==> src/bcpc_pkg.sv <==
// constants, register map and types for boot, clock and power control
package bcpc_pkg;
  // ********************************************************
  // register map (byte addresses)
  // ********************************************************
  localparam logic [7:0] ADDR_CLK_CTRL = 8'h00;
  localparam logic [7:0] ADDR_PWR_CTRL = 8'h04;
  localparam logic [7:0] ADDR_CLK_OUT_CTRL = 8'h08;
  localparam logic [7:0] ADDR_BOOT_STAT = 8'h0C;
  localparam logic [7:0] ADDR_CLK_STAT = 8'h10;
  localparam logic [7:0] ADDR_IRQ_STAT = 8'h14;
  localparam logic [7:0] ADDR_IRQ_MASK = 8'h18;
  // ********************************************************
  // field positions
  // ********************************************************
  localparam int CC_OSC_DISC_POS = 0;
  localparam int CC_VCO_BYP_POS = 1;
  localparam int CC_EXT_OSC_POS = 2;
  localparam int CC_FBDIV_POS = 8;
  localparam int CC_FBDIV_W = 6;
  localparam int CC_SLOW_POS = 16;
  localparam int CC_SLOW_W = 4;
  localparam int PC_MODE_POS = 0;
  localparam int PC_STOP_POS = 4;
  localparam int NUM_COMP = 4;
  localparam int CO_EN_POS = 0;
  localparam int CO_TOGGLE_POS = 1;
  localparam int CO_SRC_POS = 2;
  localparam int BS_MODE_POS = 0;
  localparam int BS_VALID_POS = 3;
  localparam int BS_PROT_POS = 4;
  localparam int BS_PC_POS = 16;
  localparam int CS_MODE_POS = 0;
  localparam int CS_OSC_RUN_POS = 2;
  localparam int CS_LOCK_POS = 3;
  localparam int CS_PWR_POS = 4;
  localparam int CS_FREQ_POS = 8;
  localparam int NUM_IRQ = 4;
  localparam int IRQ_OSC_FAIL = 0;
  localparam int IRQ_LOCK_LOST = 1;
  localparam int IRQ_DBG_REFUSED = 2;
  localparam int IRQ_WAKE = 3;
  // ********************************************************
  // reset values and fixed figures
  // ********************************************************
  localparam logic [5:0] FBDIV_RST = 6'h10;
  localparam logic [3:0] SLOW_RST = 4'h1;
  localparam logic [15:0] PC_START = 16'h0000;
  localparam logic [1:0] P_FACTOR = 2'h1;
  localparam logic [1:0] K_FACTOR = 2'h2;
  localparam logic [7:0] PERIPH_DIV = 8'h03;
  localparam logic [19:0] INT_OSC_KHZ = 20'h02710;
  localparam logic [1:0] BOOT_SETTLE_CYC = 2'h2;
  // ********************************************************
  // types
  // ********************************************************
  typedef enum logic [2:0] {
    BCPC_BOOT_USER = 3'b000,
    BCPC_BOOT_LOADER = 3'b001,
    BCPC_BOOT_DEBUG = 3'b010,
    BCPC_BOOT_JTAG_USER = 3'b011
  } bcpc_boot_e;
  typedef enum logic [1:0] {
    BCPC_CM_PLL = 2'b00,
    BCPC_CM_PRESCALER = 2'b01,
    BCPC_CM_PLL_BASE = 2'b10
  } bcpc_clkmode_e;
  typedef enum logic [1:0] {
    BCPC_PWR_ACTIVE = 2'b00,
    BCPC_PWR_IDLE = 2'b01,
    BCPC_PWR_SLOW = 2'b10,
    BCPC_PWR_DOWN = 2'b11
  } bcpc_pwr_e;
endpackage

==> src/bcpc_div_if.sv <==
// tick divider connection between the control top and its dividers
`timescale 1ns/1ps
interface bcpc_div_if;
  logic tick_in;
  logic [7:0] div;
  logic tick_out;
  modport master (output tick_in, output div, input tick_out);
  modport slave (input tick_in, input div, output tick_out);
endinterface

==> src/bcpc_divider.sv <==
// tick divider: one output pulse for every div input ticks
`timescale 1ns/1ps
module bcpc_divider import bcpc_pkg::*; (
  // clock and reset
  input wire logic clk,
  input wire logic rst_n,
  // divider link
  bcpc_div_if.slave d
);
  logic [7:0] cnt_r;
  logic tick_out_r;
  logic last;

  // a divide value of zero behaves as one, so the tick never stalls
  assign last = (d.div == 8'h00) || (cnt_r >= d.div - 8'h01);
  assign d.tick_out = tick_out_r;

  always_ff @(posedge clk or negedge rst_n) begin
    if (!rst_n) begin
      cnt_r <= 8'h00;
      tick_out_r <= 1'b0;
    end else begin
      tick_out_r <= d.tick_in && last;
      if (d.tick_in) begin
        cnt_r <= last ? 8'h00 : cnt_r + 8'h01;
      end
    end
  end
endmodule

==> src/bcpc_top.sv <==
// boot selection, clock mode, clock distribution and power saving control
//
// Overview of operation
// - boot option taken from three pins
// - boot high, test low: user; both low: loader
// - test pin high, third pin low: debug or JTAG user
// - protected flash blocks debug mode entry
// - internal oscillator after reset, external selectable
// - watch oscillator run and PLL lock
// - disconnect and bypass bits decode clock mode
// - system frequency formula per clock mode
// - PLL mode only with both bypasses off
// - P is 1, K is 2, N programmable
// - all clocks derived from system clock
// - clock output, optional toggle halving
// - idle stops only the CPU clock
// - slow-down divides CPU and peripheral clocks
// - power-down stops oscillator and PLL
// - start active; modes entered from active
// - components may be stopped one by one
// - boot levels latched until next reset
`timescale 1ns/1ps
module bcpc_top import bcpc_pkg::*; #(
  parameter logic [19:0] EXT_OSC_KHZ = 20'h02710,
  parameter logic [19:0] VCO_FREE_KHZ = 20'h0C350
) (
  // clock and reset
  input wire logic clk,
  input wire logic rst_n,
  // apb slave
  input wire logic [7:0] paddr,
  input wire logic psel,
  input wire logic penable,
  input wire logic pwrite,
  input wire logic [31:0] pwdata,
  output logic [31:0] prdata,
  output logic pready,
  output logic pslverr,
  // boot pins and flash status
  input wire logic boot_select_pin,
  input wire logic test_mode_pin,
  input wire logic port_zero_pin_zero,
  input wire logic flash_protected,
  // boot result
  output logic [2:0] boot_mode,
  output logic boot_valid,
  output logic [15:0] pc_start,
  // oscillator and pll
  input wire logic osc_running,
  input wire logic pll_locked,
  input wire logic wake_pin,
  output logic osc_ext_select,
  output logic osc_enable,
  output logic pll_enable,
  output logic osc_disconnect,
  output logic vco_bypass,
  output logic [5:0] feedback_div,
  output logic [19:0] sys_freq_khz,
  // clock enables
  output logic cpu_core_clock_en,
  output logic periph_clock_en,
  output logic capture_unit_clock_en,
  output logic flash_fast_clock_en,
  output logic clock_output_pin_o,
  output logic clock_output_pin_oe,
  // status
  output logic [1:0] pwr_mode,
  output logic irq
);
  // ********************************************************
  // elaboration checks
  // ********************************************************
  if (EXT_OSC_KHZ == 20'h00000 || VCO_FREE_KHZ == 20'h00000) begin : g_bad_osc
    $error("oscillator figures must be nonzero");
  end

  // ********************************************************
  // input synchronisers
  // ********************************************************
  localparam int NSYNC = 7;
  logic [NSYNC-1:0] sync1_r;
  logic [NSYNC-1:0] sync2_r;
  logic bsel_s, tms_s, p00_s, prot_s, osc_run_s, lock_s, wake_s;

  always_ff @(posedge clk or negedge rst_n) begin
    if (!rst_n) begin
      sync1_r <= '0;
      sync2_r <= '0;
    end else begin
      sync1_r <= {boot_select_pin, test_mode_pin, port_zero_pin_zero,
                  flash_protected, osc_running, pll_locked, wake_pin};
      sync2_r <= sync1_r;
    end
  end
  assign {bsel_s, tms_s, p00_s, prot_s, osc_run_s, lock_s, wake_s} = sync2_r;

  // ********************************************************
  // boot option latch
  // ********************************************************
  logic [1:0] boot_cnt_r;
  logic boot_valid_r;
  bcpc_boot_e boot_mode_r;
  logic boot_prot_r;
  logic dbg_refused_r;
  bcpc_boot_e boot_nxt;
  logic refuse_nxt;

  always_comb begin
    boot_nxt = BCPC_BOOT_USER;
    refuse_nxt = 1'b0;
    case ({bsel_s, tms_s})
      2'b10: boot_nxt = BCPC_BOOT_USER;
      2'b00: boot_nxt = BCPC_BOOT_LOADER;
      2'b01: begin
        // with the third pin high this code is undefined; run as user
        if (!p00_s && !prot_s) begin
          boot_nxt = BCPC_BOOT_DEBUG;
        end else begin
          refuse_nxt = !p00_s;
        end
      end
      2'b11: boot_nxt = p00_s ? BCPC_BOOT_USER : BCPC_BOOT_JTAG_USER;
      default: boot_nxt = BCPC_BOOT_USER;
    endcase
  end

  // levels are caught once the synchronisers hold post-reset samples
  always_ff @(posedge clk or negedge rst_n) begin
    if (!rst_n) begin
      boot_cnt_r <= 2'h0;
      boot_valid_r <= 1'b0;
      boot_mode_r <= BCPC_BOOT_USER;
      boot_prot_r <= 1'b0;
      dbg_refused_r <= 1'b0;
    end else if (!boot_valid_r) begin
      boot_cnt_r <= boot_cnt_r + 2'h1;
      if (boot_cnt_r == BOOT_SETTLE_CYC) begin
        boot_valid_r <= 1'b1;
        boot_mode_r <= boot_nxt;
        boot_prot_r <= prot_s;
        dbg_refused_r <= refuse_nxt;
      end
    end
  end

  // ********************************************************
  // register file
  // ********************************************************
  logic osc_disc_r, vco_byp_r, ext_osc_r;
  logic [5:0] fbdiv_r;
  logic [3:0] slow_r;
  bcpc_pwr_e pwr_r;
  logic [NUM_COMP-1:0] stop_r;
  logic co_en_r, co_toggle_r, co_src_r;
  logic [NUM_IRQ-1:0] irq_stat_r, irq_mask_r, irq_evt;
  logic pready_r, pslverr_r;
  logic [31:0] prdata_r, rd_nxt;
  logic rd_hit;
  logic wr_en;
  bcpc_clkmode_e cmode;
  logic [19:0] freq_nxt;
  logic [19:0] freq_r;

  assign wr_en = psel && penable && pready_r && pwrite;

  always_comb begin
    rd_nxt = 32'h00000000;
    rd_hit = 1'b1;
    case (paddr)
      ADDR_CLK_CTRL: begin
        rd_nxt[CC_OSC_DISC_POS] = osc_disc_r;
        rd_nxt[CC_VCO_BYP_POS] = vco_byp_r;
        rd_nxt[CC_EXT_OSC_POS] = ext_osc_r;
        rd_nxt[CC_FBDIV_POS +: CC_FBDIV_W] = fbdiv_r;
        rd_nxt[CC_SLOW_POS +: CC_SLOW_W] = slow_r;
      end
      ADDR_PWR_CTRL: begin
        rd_nxt[PC_MODE_POS +: 2] = pwr_r;
        rd_nxt[PC_STOP_POS +: NUM_COMP] = stop_r;
      end
      ADDR_CLK_OUT_CTRL: begin
        rd_nxt[CO_EN_POS] = co_en_r;
        rd_nxt[CO_TOGGLE_POS] = co_toggle_r;
        rd_nxt[CO_SRC_POS] = co_src_r;
      end
      ADDR_BOOT_STAT: begin
        rd_nxt[BS_MODE_POS +: 3] = boot_mode_r;
        rd_nxt[BS_VALID_POS] = boot_valid_r;
        rd_nxt[BS_PROT_POS] = boot_prot_r;
        rd_nxt[BS_PC_POS +: 16] = PC_START;
      end
      ADDR_CLK_STAT: begin
        rd_nxt[CS_MODE_POS +: 2] = cmode;
        rd_nxt[CS_OSC_RUN_POS] = osc_run_s;
        rd_nxt[CS_LOCK_POS] = lock_s;
        rd_nxt[CS_PWR_POS +: 2] = pwr_r;
        rd_nxt[CS_FREQ_POS +: 20] = freq_r;
      end
      ADDR_IRQ_STAT: rd_nxt[NUM_IRQ-1:0] = irq_stat_r;
      ADDR_IRQ_MASK: rd_nxt[NUM_IRQ-1:0] = irq_mask_r;
      default: rd_hit = 1'b0;
    endcase
  end

  // answer comes in the first access cycle: no wait states
  always_ff @(posedge clk or negedge rst_n) begin
    if (!rst_n) begin
      pready_r <= 1'b0;
      pslverr_r <= 1'b0;
      prdata_r <= 32'h00000000;
    end else begin
      pready_r <= psel && !penable && !pready_r;
      if (psel && !penable) begin
        pslverr_r <= !rd_hit;
        prdata_r <= pwrite ? 32'h00000000 : rd_nxt;
      end else begin
        pslverr_r <= 1'b0;
      end
    end
  end

  always_ff @(posedge clk or negedge rst_n) begin
    if (!rst_n) begin
      osc_disc_r <= 1'b0;
      vco_byp_r <= 1'b0;
      ext_osc_r <= 1'b0;
      fbdiv_r <= FBDIV_RST;
      slow_r <= SLOW_RST;
      co_en_r <= 1'b0;
      co_toggle_r <= 1'b0;
      co_src_r <= 1'b0;
      stop_r <= '0;
      irq_mask_r <= '0;
    end else if (wr_en) begin
      case (paddr)
        ADDR_CLK_CTRL: begin
          osc_disc_r <= pwdata[CC_OSC_DISC_POS];
          vco_byp_r <= pwdata[CC_VCO_BYP_POS];
          ext_osc_r <= pwdata[CC_EXT_OSC_POS];
          fbdiv_r <= pwdata[CC_FBDIV_POS +: CC_FBDIV_W];
          slow_r <= pwdata[CC_SLOW_POS +: CC_SLOW_W];
        end
        ADDR_PWR_CTRL: stop_r <= pwdata[PC_STOP_POS +: NUM_COMP];
        ADDR_CLK_OUT_CTRL: begin
          co_en_r <= pwdata[CO_EN_POS];
          co_toggle_r <= pwdata[CO_TOGGLE_POS];
          co_src_r <= pwdata[CO_SRC_POS];
        end
        ADDR_IRQ_MASK: irq_mask_r <= pwdata[NUM_IRQ-1:0];
        default: ;
      endcase
    end
  end

  // ********************************************************
  // power mode sequencing
  // ********************************************************
  logic [1:0] pwr_req;
  assign pwr_req = pwdata[PC_MODE_POS +: 2];

  always_ff @(posedge clk or negedge rst_n) begin
    if (!rst_n) begin
      pwr_r <= BCPC_PWR_ACTIVE;
    end else begin
      case (pwr_r)
        BCPC_PWR_ACTIVE: begin
          if (wr_en && paddr == ADDR_PWR_CTRL) begin
            pwr_r <= bcpc_pwr_e'(pwr_req);
          end
        end
        BCPC_PWR_IDLE, BCPC_PWR_SLOW: begin
          // in idle and slow modes only a write back to active is honoured
          if (wr_en && paddr == ADDR_PWR_CTRL && pwr_req == BCPC_PWR_ACTIVE) begin
            pwr_r <= BCPC_PWR_ACTIVE;
          end
        end
        BCPC_PWR_DOWN: begin
          if (wake_s) begin
            pwr_r <= BCPC_PWR_ACTIVE;
          end
        end
        default: pwr_r <= BCPC_PWR_ACTIVE;
      endcase
    end
  end

  // ********************************************************
  // clock mode and system frequency
  // ********************************************************
  logic [19:0] fosc;
  logic [25:0] prod;

  always_comb begin
    if (osc_disc_r) begin
      cmode = BCPC_CM_PLL_BASE;
    end else if (vco_byp_r) begin
      cmode = BCPC_CM_PRESCALER;
    end else begin
      cmode = BCPC_CM_PLL;
    end
  end

  assign fosc = ext_osc_r ? EXT_OSC_KHZ : INT_OSC_KHZ;

  always_comb begin
    prod = {6'h00, fosc};
    case (cmode)
      BCPC_CM_PLL_BASE: prod = {6'h00, VCO_FREE_KHZ};
      BCPC_CM_PRESCALER: prod = {6'h00, fosc};
      BCPC_CM_PLL: prod = 26'(fosc * fbdiv_r);
      default: prod = {6'h00, fosc};
    endcase
    freq_nxt = 20'(prod / (P_FACTOR * K_FACTOR));
  end

  always_ff @(posedge clk or negedge rst_n) begin
    if (!rst_n) begin
      freq_r <= 20'h00000;
    end else begin
      freq_r <= freq_nxt;
    end
  end

  // ********************************************************
  // fail-safe monitoring and interrupts
  // ********************************************************
  logic osc_run_d_r, lock_d_r, pd_d_r;

  always_ff @(posedge clk or negedge rst_n) begin
    if (!rst_n) begin
      osc_run_d_r <= 1'b0;
      lock_d_r <= 1'b0;
      pd_d_r <= 1'b0;
    end else begin
      osc_run_d_r <= osc_run_s;
      lock_d_r <= lock_s;
      pd_d_r <= (pwr_r == BCPC_PWR_DOWN);
    end
  end

  // losses only count while the oscillator and pll are meant to run
  always_comb begin
    irq_evt = '0;
    irq_evt[IRQ_OSC_FAIL] = osc_run_d_r && !osc_run_s && !pd_d_r;
    irq_evt[IRQ_LOCK_LOST] = lock_d_r && !lock_s && !pd_d_r &&
                             (cmode == BCPC_CM_PLL);
    irq_evt[IRQ_DBG_REFUSED] = dbg_refused_r && !boot_valid_r ? 1'b0 :
                               (boot_cnt_r == BOOT_SETTLE_CYC) && refuse_nxt &&
                               !boot_valid_r;
    irq_evt[IRQ_WAKE] = pd_d_r && (pwr_r == BCPC_PWR_ACTIVE);
  end

  // set wins over a simultaneous write-one clear
  always_ff @(posedge clk or negedge rst_n) begin
    if (!rst_n) begin
      irq_stat_r <= '0;
    end else begin
      if (wr_en && paddr == ADDR_IRQ_STAT) begin
        irq_stat_r <= (irq_stat_r & ~pwdata[NUM_IRQ-1:0]) | irq_evt;
      end else begin
        irq_stat_r <= irq_stat_r | irq_evt;
      end
    end
  end

  // ********************************************************
  // clock distribution
  // ********************************************************
  bcpc_div_if base_if ();
  bcpc_div_if slow_if ();

  // peripheral tick is the system tick divided by three
  assign base_if.tick_in = 1'b1;
  assign base_if.div = PERIPH_DIV;
  assign slow_if.tick_in = base_if.tick_out;
  assign slow_if.div = {4'h0, slow_r};

  bcpc_divider u_base_div (
    .clk (clk),
    .rst_n (rst_n),
    .d (base_if.slave)
  );

  bcpc_divider u_slow_div (
    .clk (clk),
    .rst_n (rst_n),
    .d (slow_if.slave)
  );

  logic running;
  logic slow_tick;
  logic [NUM_COMP-1:0] comp_tick;
  logic [NUM_COMP-1:0] comp_en_r;
  logic cpu_en_r;
  logic co_pin_r;
  logic co_tick;

  assign running = (pwr_r != BCPC_PWR_DOWN);
  assign slow_tick = (pwr_r == BCPC_PWR_SLOW) ? slow_if.tick_out
                                              : base_if.tick_out;
  // components: 0 peripherals, 1 capture unit, 2 flash fast, 3 clock out
  assign comp_tick = {1'b1, 1'b1, slow_tick, slow_tick};

  genvar gi;
  generate
    for (gi = 0; gi < NUM_COMP; gi++) begin : g_comp
      always_ff @(posedge clk or negedge rst_n) begin
        if (!rst_n) begin
          comp_en_r[gi] <= 1'b0;
        end else begin
          comp_en_r[gi] <= running && !stop_r[gi] && comp_tick[gi];
        end
      end
    end
  endgenerate

  always_ff @(posedge clk or negedge rst_n) begin
    if (!rst_n) begin
      cpu_en_r <= 1'b0;
    end else begin
      cpu_en_r <= running && (pwr_r != BCPC_PWR_IDLE) && slow_tick;
    end
  end

  // ********************************************************
  // clock output pin
  // ********************************************************
  assign co_tick = co_src_r ? base_if.tick_out : 1'b1;

  always_ff @(posedge clk or negedge rst_n) begin
    if (!rst_n) begin
      co_pin_r <= 1'b0;
    end else if (!co_en_r || !comp_en_r[3] && !co_toggle_r) begin
      co_pin_r <= co_toggle_r ? co_pin_r : 1'b0;
    end else if (co_toggle_r) begin
      if (co_tick && running && !stop_r[3]) begin
        co_pin_r <= !co_pin_r;
      end
    end else begin
      co_pin_r <= co_tick;
    end
  end

  logic co_oe_r;
  always_ff @(posedge clk or negedge rst_n) begin
    if (!rst_n) begin
      co_oe_r <= 1'b0;
    end else begin
      co_oe_r <= co_en_r;
    end
  end

  // ********************************************************
  // outputs
  // ********************************************************
  logic osc_en_r, pll_en_r, irq_r;

  always_ff @(posedge clk or negedge rst_n) begin
    if (!rst_n) begin
      osc_en_r <= 1'b1;
      pll_en_r <= 1'b1;
      irq_r <= 1'b0;
    end else begin
      osc_en_r <= running;
      pll_en_r <= running;
      irq_r <= |(irq_stat_r & irq_mask_r);
    end
  end

  assign prdata = prdata_r;
  assign pready = pready_r;
  assign pslverr = pslverr_r;
  assign boot_mode = boot_mode_r;
  assign boot_valid = boot_valid_r;
  assign pc_start = PC_START;
  assign osc_ext_select = ext_osc_r;
  assign osc_enable = osc_en_r;
  assign pll_enable = pll_en_r;
  assign osc_disconnect = osc_disc_r;
  assign vco_bypass = vco_byp_r;
  assign feedback_div = fbdiv_r;
  assign sys_freq_khz = freq_r;
  assign cpu_core_clock_en = cpu_en_r;
  assign periph_clock_en = comp_en_r[0];
  assign capture_unit_clock_en = comp_en_r[1];
  assign flash_fast_clock_en = comp_en_r[2];
  assign clock_output_pin_o = co_pin_r;
  assign clock_output_pin_oe = co_oe_r;
  assign pwr_mode = pwr_r;
  assign irq = irq_r;
endmodule

==> config.mk <==
export PLATFORM = sky130hd
export DESIGN_NAME = bcpc_top
export DESIGN_NICKNAME = d
export VERILOG_FILES = /design/src/bcpc_pkg.sv /design/src/bcpc_div_if.sv /design/src/bcpc_divider.sv /design/src/bcpc_top.sv
export SDC_FILE = /design/constraint.sdc
export NUM_CORES = 1
export LEC_CHECK = 0
export BUFFER_PORTS_ARGS = -buffer_cell sky130_fd_sc_hd__buf_2
export CAP_MARGIN = 20
export CORE_ASPECT_RATIO = 1.2
export CORE_UTILIZATION = 45
export DETAILED_ROUTE_END_ITERATION = 7
export PLACE_DENSITY = 0.74
export REMOVE_ABC_BUFFERS = 1
export SYNTH_ARGS = -nofsm -noshare
export SYNTH_HDL_FRONTEND = slang
export SYNTH_SLANG_ARGS = --single-unit
==> constraint.sdc <==
create_clock -name clk -period 3.8 [get_ports clk]
set_input_delay 0.19 -clock clk [delete_from_list [all_inputs] [get_ports clk]]
set_output_delay 0.19 -clock clk [all_outputs]
set_load 0.1 [all_outputs]
==> flow_summary.toml, run 1 <==
[synthesis]
synth_area_um2 = 6092
synth_cell_types = 61
yosys_warnings = 0
syn_area_per_cell_um2 = 11.65
ys_seq_area_share_pct = 51.82
synthArstFlopShare_pct = 100.0
synthFlopType = "dfrtp_1"
synth_cells = 523
synth_edf_count = 0
ys_ff_latch = 126

[clock_network]
cts.sinks = 126
cts_resized = 0
post_cts_buffers = 0
cts_tree = "done"
clk-insertion-delay-late_ns = 0.42
cts_buffers = 17
clk_pin_slew_ns = 0.06
clockRootBuffer = "clkbuf_16"
cts-htree-levels = 4
ctsLongestPathBuffers = 2

[setup_path]
path_max_fanout = 7
path_buf_inv = 2
start_kind = "flop"
cp_slowest_cell = "fa_1"
critical-path-top-delay-family = "adder cells"
path_class = "flop to flop"
reg2reg_slack_ns = 0.29
critPathArrivalTime_ns = 3.81
crit_top_cell = "fa_1"
max_stage_delay_ns = 0.58
setup.worst_path.end_class = "flop"
crit_chain = "inv_1 > fa_1 > inv_1 > fa_1 > ha_1 > fa_1 > a211oi_1 > o21bai_1 > a21oi_1 > xor2_1 > nor2_1"
cp.required_ns = 4.10

[timing]
period_share_pct = 92.35
fin_skew_ns = 0.01014
final_max_slew_viol_count = 0
hold_ws_ns = 0.01540
worst_pin_slew_ns = 0.8286
fin_crit_ns = 3.509
hold_viol_final = 0
setup_viol = 0
rsz0062_at_grt = "no"
slew_headroom_pct = 44.59
max_clock_freq_mhz = 285.0

[die]
ios = 146
dieArea_um2 = 14010
rows = 46
core_region_area_um2 = 13240
floorplan.initialDensity_pct = 46.02
die_x_um = 108.2
die_h_um = 129.5

[power]
vdd_drop_max_v = 0.0002614
p_per_area_nw_per_um2 = 449.6
p_leak_nw = 3.975

[global_routing]
grt_max_degree = 66
overflow = 0
grt_pass1_vias = 4435
grt_pass1_wl_um = 22400
antenna_found_initial = 0
grtUsageTotal_pct = 21.44

[placed_design]
globalplace.congestion = 0.8100
dp_hpwl_um = 9939
dp.cells = 784
io_buffers = 105

[drt]
wl_um = 13940
antenna_left = 0
vias_per_cell = 5.238
drt_iter0_drc = 176
drc_errors = 0
wl_per_cell_um = 16.69
num_vias = 4374
first_pass_iters = 4

[final_layout]
n_fill_cell = 1104
fin_util_pct = 56.71
nets = 754
antenna_cells = 0
finalNonFillerCells = 835
drive_gt1_share_pct = 27.14
area_growth_pct = 23.23

[run_status]
status = "complete, no violations"

[worst_hold_path]
hold_path.class = "input port to flop"

[run]
max_cap_violations = 0
## layer usage
layer / track usage, % / part of all wire, % / vias to the layer above
met5: 0 / 0 / -
met4: 10.80 / 3.0 / 0
met3: 5.684 / 6.0 / 34
met2: 36.79 / 51 / 166
met1: 24.59 / 40 / 2137
li1: - / - / 2037
## through the flow
step / total power, mW / setup TNS, ns / instance area [um2] / worst slack (ns)
final: 3.375 / 0 / 7507 / 0.2908
after global routing: 3.492 / 0 / 7507 / 0.1334
after CTS: 3.410 / 0 / 7500 / 0.2438
after detailed placement: 1.662 / 0 / 6684 / 0.3062
after global placement: 1.657 / 0 / 6684 / 0.4617
after floorplan: 1.579 / -0.007053 / 5923 / -0.007053
## layout by cell type, fill, tap and decap left out, drive strengths merged, types with 24 or more instances in the layout
master	n
ha	41
dfrtp	123
buf	108
nor2	30
conb	31
o21ai	25
mux2	26
clkbuf	24
inv	25
nand2	37
## Yosys cell counts, drive strengths merged (8+ instances only)
library cell,instances,share of area [%]
dfrtp,123,51
ha,41,8.4
nand2,37,2.3
buf,32,3.8
nor2,30,2.0
mux2,26,4.8
inv,25,1.5
o21ai,25,2.1
a22o,18,2.6
a21oi,14,1.2
clkbuf,13,0.80
a21o,11,1.4
mux2i,11,1.8
nor3,8,0.84
xnor2,8,1.2
## worst reg2reg max path, stage by stage, from the launching register on
cell and delay, ns:
dfrtp_1 0.51, inv_1 0.15, fa_1 0.58, inv_1 0.06
fa_1 0.49, ha_1 0.26, fa_1 0.43, a211oi_1 0.33
o21bai_1 0.14, a21oi_1 0.22, xor2_1 0.18, nor2_1 0.07
## registers in the layout, summed over array words and instances (netlist names), 6 cells and up
name,cells
feedback_div,6
sys_freq_khz,16
prdata,27
u_slow_div.cnt_r,8
sync1_r,7
u_base_div.cnt_r,8
sync2_r,7
## cell type report
class,count,area (um2),share of cell area (%)
Timing Repair Buffer,127,738.2,9.833
Tap cell,168,210.2,2.800
Clock buffer,23,478.0,6.367
Clock inverter,9,157.7,2.100
Multi-Input combinational cell,357,2673,35.60
Sequential cell,126,3157,42.05
Inverter,25,93.84,1.250
## where the power goes
part	switching, mW	internal, mW	total (mW)
Combinational	0.228	0.0507	0.279
Sequential	0.0113	1.36	1.37
Clock	0.572	1.15	1.72
## worst paths after layout
kind / from / endpoint / depth (start not counted)
max in group asynchronous: rst_n / feedback_div[4] / 3
worst min register to register: sync1_r[4] / sync2_r[4] / 0
worst max-delay path: feedback_div[0] / sys_freq_khz[17] / 11
worst min-delay path: pwdata[7] / stop_r[3] / 2
worst max register to register: feedback_div[0] / sys_freq_khz[17] / 11
min in group asynchronous: rst_n / irq_stat_r[3] / 2
## timing repair
action,in CTS,in global routing
endpoints found under the hold margin,78,0
hold buffers,18,0
endpoints found under the setup margin,0,0
## kinds of logic after synthesis
family,synth area share (%)
other,0.06156
flip-flops,51.82
XOR/XNOR,2.157
AND/OR/NAND/NOR,10.76
AO/OA/AOI/OAI,11.34
adder cells (fa/ha/maj),10.72
multiplexers,6.983
buffers and inverters,6.161
Note: power is estimated with default switching activity, not from simulation.
==> run 2: changes to the inputs <==
Settings changed: PLACE_DENSITY 0.74 to 0.77.
Clock period 3.8 ns to 2.8 ns, I/O delays scaled along.
==> flow_summary.toml, run 2 (synthesized netlist as in run 1, its figures left out) <==
[die]
dieArea_um2 = 14010
die_x_um = 108.2
floorplan.initialDensity_pct = 46.02
ios = 146
core_region_area_um2 = 13240
die_h_um = 129.5
rows = 46

[timing]
worst_pin_slew_ns = 0.7191
fin_skew_ns = 0.008139
hold_viol_final = 0
final_max_slew_viol_count = 0
setup_viol = 6
tns_ns = -0.7628
max_clock_freq_mhz = 331.8
setup_ws_ns = -0.2135
period_share_pct = 107.6
fin_crit_ns = 3.014
slew_headroom_pct = 52.06
rsz0062_at_grt = "yes"

[clock_network]
clk-insertion-delay-late_ns = 0.42
cts-htree-levels = 4
clockRootBuffer = "clkbuf_16"
cts_buffers = 17
cts.sinks = 126
clk_pin_slew_ns = 0.06
ctsLongestPathBuffers = 2
cts_tree = "done"

[final_layout]
final_cell_mix = "dfrtp_1 (121), buf_2 (104), buf_4 (38), nand2_1 (37), ha_1 (32)"
fin_util_pct = 60.40
finalNonFillerCells = 875
area_growth_pct = 31.24
multi_input_area_um2 = 2826
nets = 794
antenna_cells = 0
layout_commonest_cell = "dfrtp_1"
drive_gt1_share_pct = 35.08
seq_area_um2 = 3159
n_fill_cell = 1073
largest_reg_flops = 27

[global_routing]
grt_max_degree = 56
antenna_found_initial = 0
grt_pass1_vias = 4783
grtUsageTotal_pct = 22.41
overflow = 0
grt_pass1_wl_um = 23640

[setup_path]
path_class = "flop to flop"
setup.worst_path.end_class = "flop"
path_buf_inv = 2
crit_chain = "inv_2 > fa_1 > inv_2 > fa_1 > ha_2 > fa_2 > a211oi_2 > o21bai_1 > a21oi_1 > xor2_1 > nor2_1"
critPathArrivalTime_ns = 3.31
max_stage_delay_ns = 0.55
path_max_fanout = 3
critical-path-top-delay-family = "adder cells"
start_kind = "flop"
cp.required_ns = 3.10
cp_slowest_cell = "fa_1"

[placed_design]
dp.cells = 812
dp_hpwl_um = 10300
pre_cts_slack_ns = -0.4217
io_buffers = 105
globalplace.congestion = 0.8591

[drt]
antenna_left = 0
num_vias = 4613
vias_per_cell = 5.272
wl_per_cell_um = 16.96
drc_errors = 0
wl_um = 14840
drt_iter0_drc = 192
first_pass_iters = 4

[run_status]
status = "complete, but fails checks"
violations = "setup timing"

[power]
p_leak_nw = 4.164
p_per_area_nw_per_um2 = 580.4
total_power_mw = 4.641
vdd_drop_max_v = 0.0004327

[run]
max_cap_violations = 0

[worst_hold_path]
hold_path.class = "input port to flop"
[run 2: changes by cell type in the layout (fill, tap and decap cells not counted), moves of 3 or more]
cell,delta
a21oi_1,-4
a21oi_2,+4
buf_4,+34
clkbuf_1,-3
dlygate4sd3_1,+7
ha_1,-9
ha_2,+3
ha_4,+6
inv_1,-5
inv_2,+5
nor3b_1,-3
nor3b_2,+3
[run 2: final cells by class]
| cell class | instances | area share (%) |
|---|---|---|
| timing repair buffer | 167 | 13.21 |
| tap | 168 | 2.629 |
| clock buffer | 20 | 5.837 |
| inverter | 25 | 1.174 |
| clock inverter | 12 | 2.285 |
| multi-input combinational | 357 | 35.35 |
| sequential | 126 | 39.51 |
[run 2: metal layers]
layer  track usage [%]  part of all wire [%]
met1             26.18                    40
met2             38.22                    51
met5                 0                     0
met3             5.634                   5.5
met4             11.12                   3.0
[run 2: report_power, final]
part | internal [mW] | leakage [nW] | total (mW) | switching (mW)
Sequential | 1.85 | 1.63 | 1.86 | 0.0158
Combinational | 0.0803 | 2.23 | 0.395 | 0.315
Clock | 1.56 | 0.309 | 2.38 | 0.817
Total | 3.49 | 4.16 | 4.64 | 1.15
[run 2: stage by stage]
step,cell area (um2),hold WS [ns]
after floorplan,5923,-0.1556
after global placement,6894,0.2224
after detailed placement,6894,0.2324
after CTS,7890,0.02606
after global routing,7995,0.06593
final,7995,0.03275
[run 2: path summary, 6_finish.rpt]
kind                                 start               end  slack, ns  depth (start not counted)
setup / recovery           feedback_div[0]  sys_freq_khz[17]      -0.21                         11
hold / removal                    paddr[0]           pslverr       0.03                          3
setup reg to reg           feedback_div[0]  sys_freq_khz[17]      -0.21                         11
hold reg to reg                 sync1_r[3]        sync2_r[3]       0.35                          0
max in group asynchronous            rst_n   feedback_div[4]       1.61                          3
min in group asynchronous            rst_n         prdata[3]       0.31                          2
[run 2: timing repair]
item                       4_1_cts  5_1_grt
hold buffers                    25        0
resized for setup               18       16
setup endpoints to repair        7       11
hold endpoints to repair        76        0
setup buffers                    2        4
pin swaps                       26       16
[run 2: worst min-delay path: cells and delay by family]
| family | cells | cell delay [ns] |
|---|---|---|
| buf+inv | 1 | 0.10 |
| simple gates | 1 | 0.05 |
| compound gates | 1 | 0.11 |
==> run 3: changes to the inputs <==
Settings changed: SETUP_SLACK_MARGIN from default to 0.05.
==> flow_summary.toml, run 3 (synthesized netlist as in run 1, its figures left out) <==
[run_status]
status = "complete, but fails checks"
violations = "setup timing"

[final_layout]
antenna_cells = 0
area_growth_pct = 30.83
drive_gt1_share_pct = 34.65
layout_commonest_cell = "dfrtp_1"
finalInstanceArea_um2 = 7970
fin_util_pct = 60.21
final_cell_mix = "dfrtp_1 (121), buf_2 (104), buf_4 (38), nand2_1 (36), ha_1 (33)"
nets = 794
largest_reg_flops = 27

[worst_hold_path]
holdCritStartpoint = "paddr[0]"
whs_endpoint = "pslverr"
whs_path_depth = 3
hold_path.class = "input port to flop"

[die]
rows = 46
floorplan.initialDensity_pct = 46.02
die_x_um = 108.2
ios = 146
die_h_um = 129.5
dieArea_um2 = 14010
core_region_area_um2 = 13240

[timing]
worst_pin_slew_ns = 0.7366
slew_headroom_pct = 50.89
hold_viol_final = 0
setup_ws_ns = -0.1565
tns_ns = -0.5983
rsz0062_at_grt = "yes"
fin_crit_ns = 2.956
max_clock_freq_mhz = 338.2
period_share_pct = 105.6
setup_viol = 6
final_max_slew_viol_count = 0
fin_skew_ns = 0.009739

[placed_design]
dp_hpwl_um = 10300
pre_cts_slack_ns = -0.4217
io_buffers = 105
dpl_cell_area_um2 = 6894
globalplace.congestion = 0.8591

[drt]
drt_iter0_drc = 193
antenna_left = 0
drc_errors = 0
first_pass_iters = 4
num_vias = 4582
wl_per_cell_um = 16.94
wl_um = 14820
vias_per_cell = 5.237

[global_routing]
antenna_found_initial = 0
grt_pass1_wl_um = 23660
grtUsageTotal_pct = 22.39
overflow = 0
grt_max_degree = 56
grt_pass1_vias = 4793

[setup_path]
critPathArrivalTime_ns = 3.25
r2r-end = "sys_freq_khz[15]"
setup.worst_path.end_class = "flop"
path_max_fanout = 3
worstRegToRegCells = 11
start_kind = "flop"
cp.required_ns = 3.10
path_class = "flop to flop"
reg2reg_slack_ns = -0.16
rr_startpoint = "feedback_div[0]"

[clock_network]
clk_pin_slew_ns = 0.06
cts.sinks = 126
ctsLongestPathBuffers = 2
cts_tree = "done"
cts_buffers = 17
clockRootBuffer = "clkbuf_16"
clk-insertion-delay-late_ns = 0.42
cts-htree-levels = 4

[power]
vdd_drop_max_v = 0.0004287
p_per_area_nw_per_um2 = 581.3
p_leak_nw = 4.166

[run]
max_cap_violations = 0
-- run 3: cell counts in the layout (fill, tap and decap cells not counted) --
No cell type changed its count.
-- run 3: layout make-up --
class                      instances  area, um2
clock buffer                      20      466.7
tap                              168      210.2
timing repair buffer             167       1056
inverter                          25      93.84
sequential                       126       3159
clock inverter                    12      182.7
fill                            1080       5268
multi-input combinational        357       2801
-- run 3: per-layer routing --
metal  part of all wire [%]  global-route usage, %  up-vias  wire length [um]
met5                      0                      0        -                 0
met4                    2.7                  11.36        0               400
met3                    4.7                  5.332       33               691
met2                     51                  38.25      158              7612
met1                     41                  26.18     2269              6118
li1                       -                      -     2122                 -
-- run 3: report_power, final --
part | internal (mW) | total (mW) | switching, mW
logic | 0.0800 | 0.396 | 0.316
clock network | 1.56 | 2.37 | 0.808
registers | 1.85 | 1.86 | 0.0159
-- run 3: what timing repair did --
| action | in CTS | in global routing |
|---|---|---|
| hold buffers | 25 | 0 |
| setup endpoints to repair | 8 | 13 |
| hold endpoints to repair | 76 | 0 |
| buffers inserted | 2 | 4 |
| resized for setup | 19 | 12 |
| pin swaps | 27 | 9 |
-- run 3: how the worst max path moves through the flow --
| stage | from | endpoint | slack, ns | cells after the start |
|---|---|---|---|---|
| after floorplan | feedback_div[0] | sys_freq_khz[17] | -1.01 | 11 |
| after global placement | feedback_div[0] | sys_freq_khz[17] | -0.30 | 11 |
| after detailed placement | feedback_div[0] | sys_freq_khz[17] | -0.42 | 11 |
| after CTS | feedback_div[0] | sys_freq_khz[17] | -0.14 | 11 |
| after global routing | feedback_div[1] | sys_freq_khz[17] | -0.31 | 11 |
| final | feedback_div[0] | sys_freq_khz[15] | -0.16 | 11 |
-- run 3: worst max-delay path: stages, from the launching register on --
cell,delay [ns]
dfrtp_1,0.38
inv_2,0.06
fa_1,0.55
inv_2,0.04
fa_1,0.48
ha_2,0.20
fa_2,0.35
a211oi_2,0.25
o21bai_1,0.11
a21oi_1,0.18
xor2_1,0.17
nor2_1,0.06
-- run 3: through the flow --
stage | hold slack [ns] | cells | power (mW)
CTS | 0.02606 | 871 | 4.669
global route | 0.06785 | 875 | 4.788
finish | 0.03712 | 875 | 4.633
global placement | 0.2224 | 812 | 2.255
detailed placement | 0.2324 | 812 | 2.261
floorplan | -0.1556 | 508 | 2.144
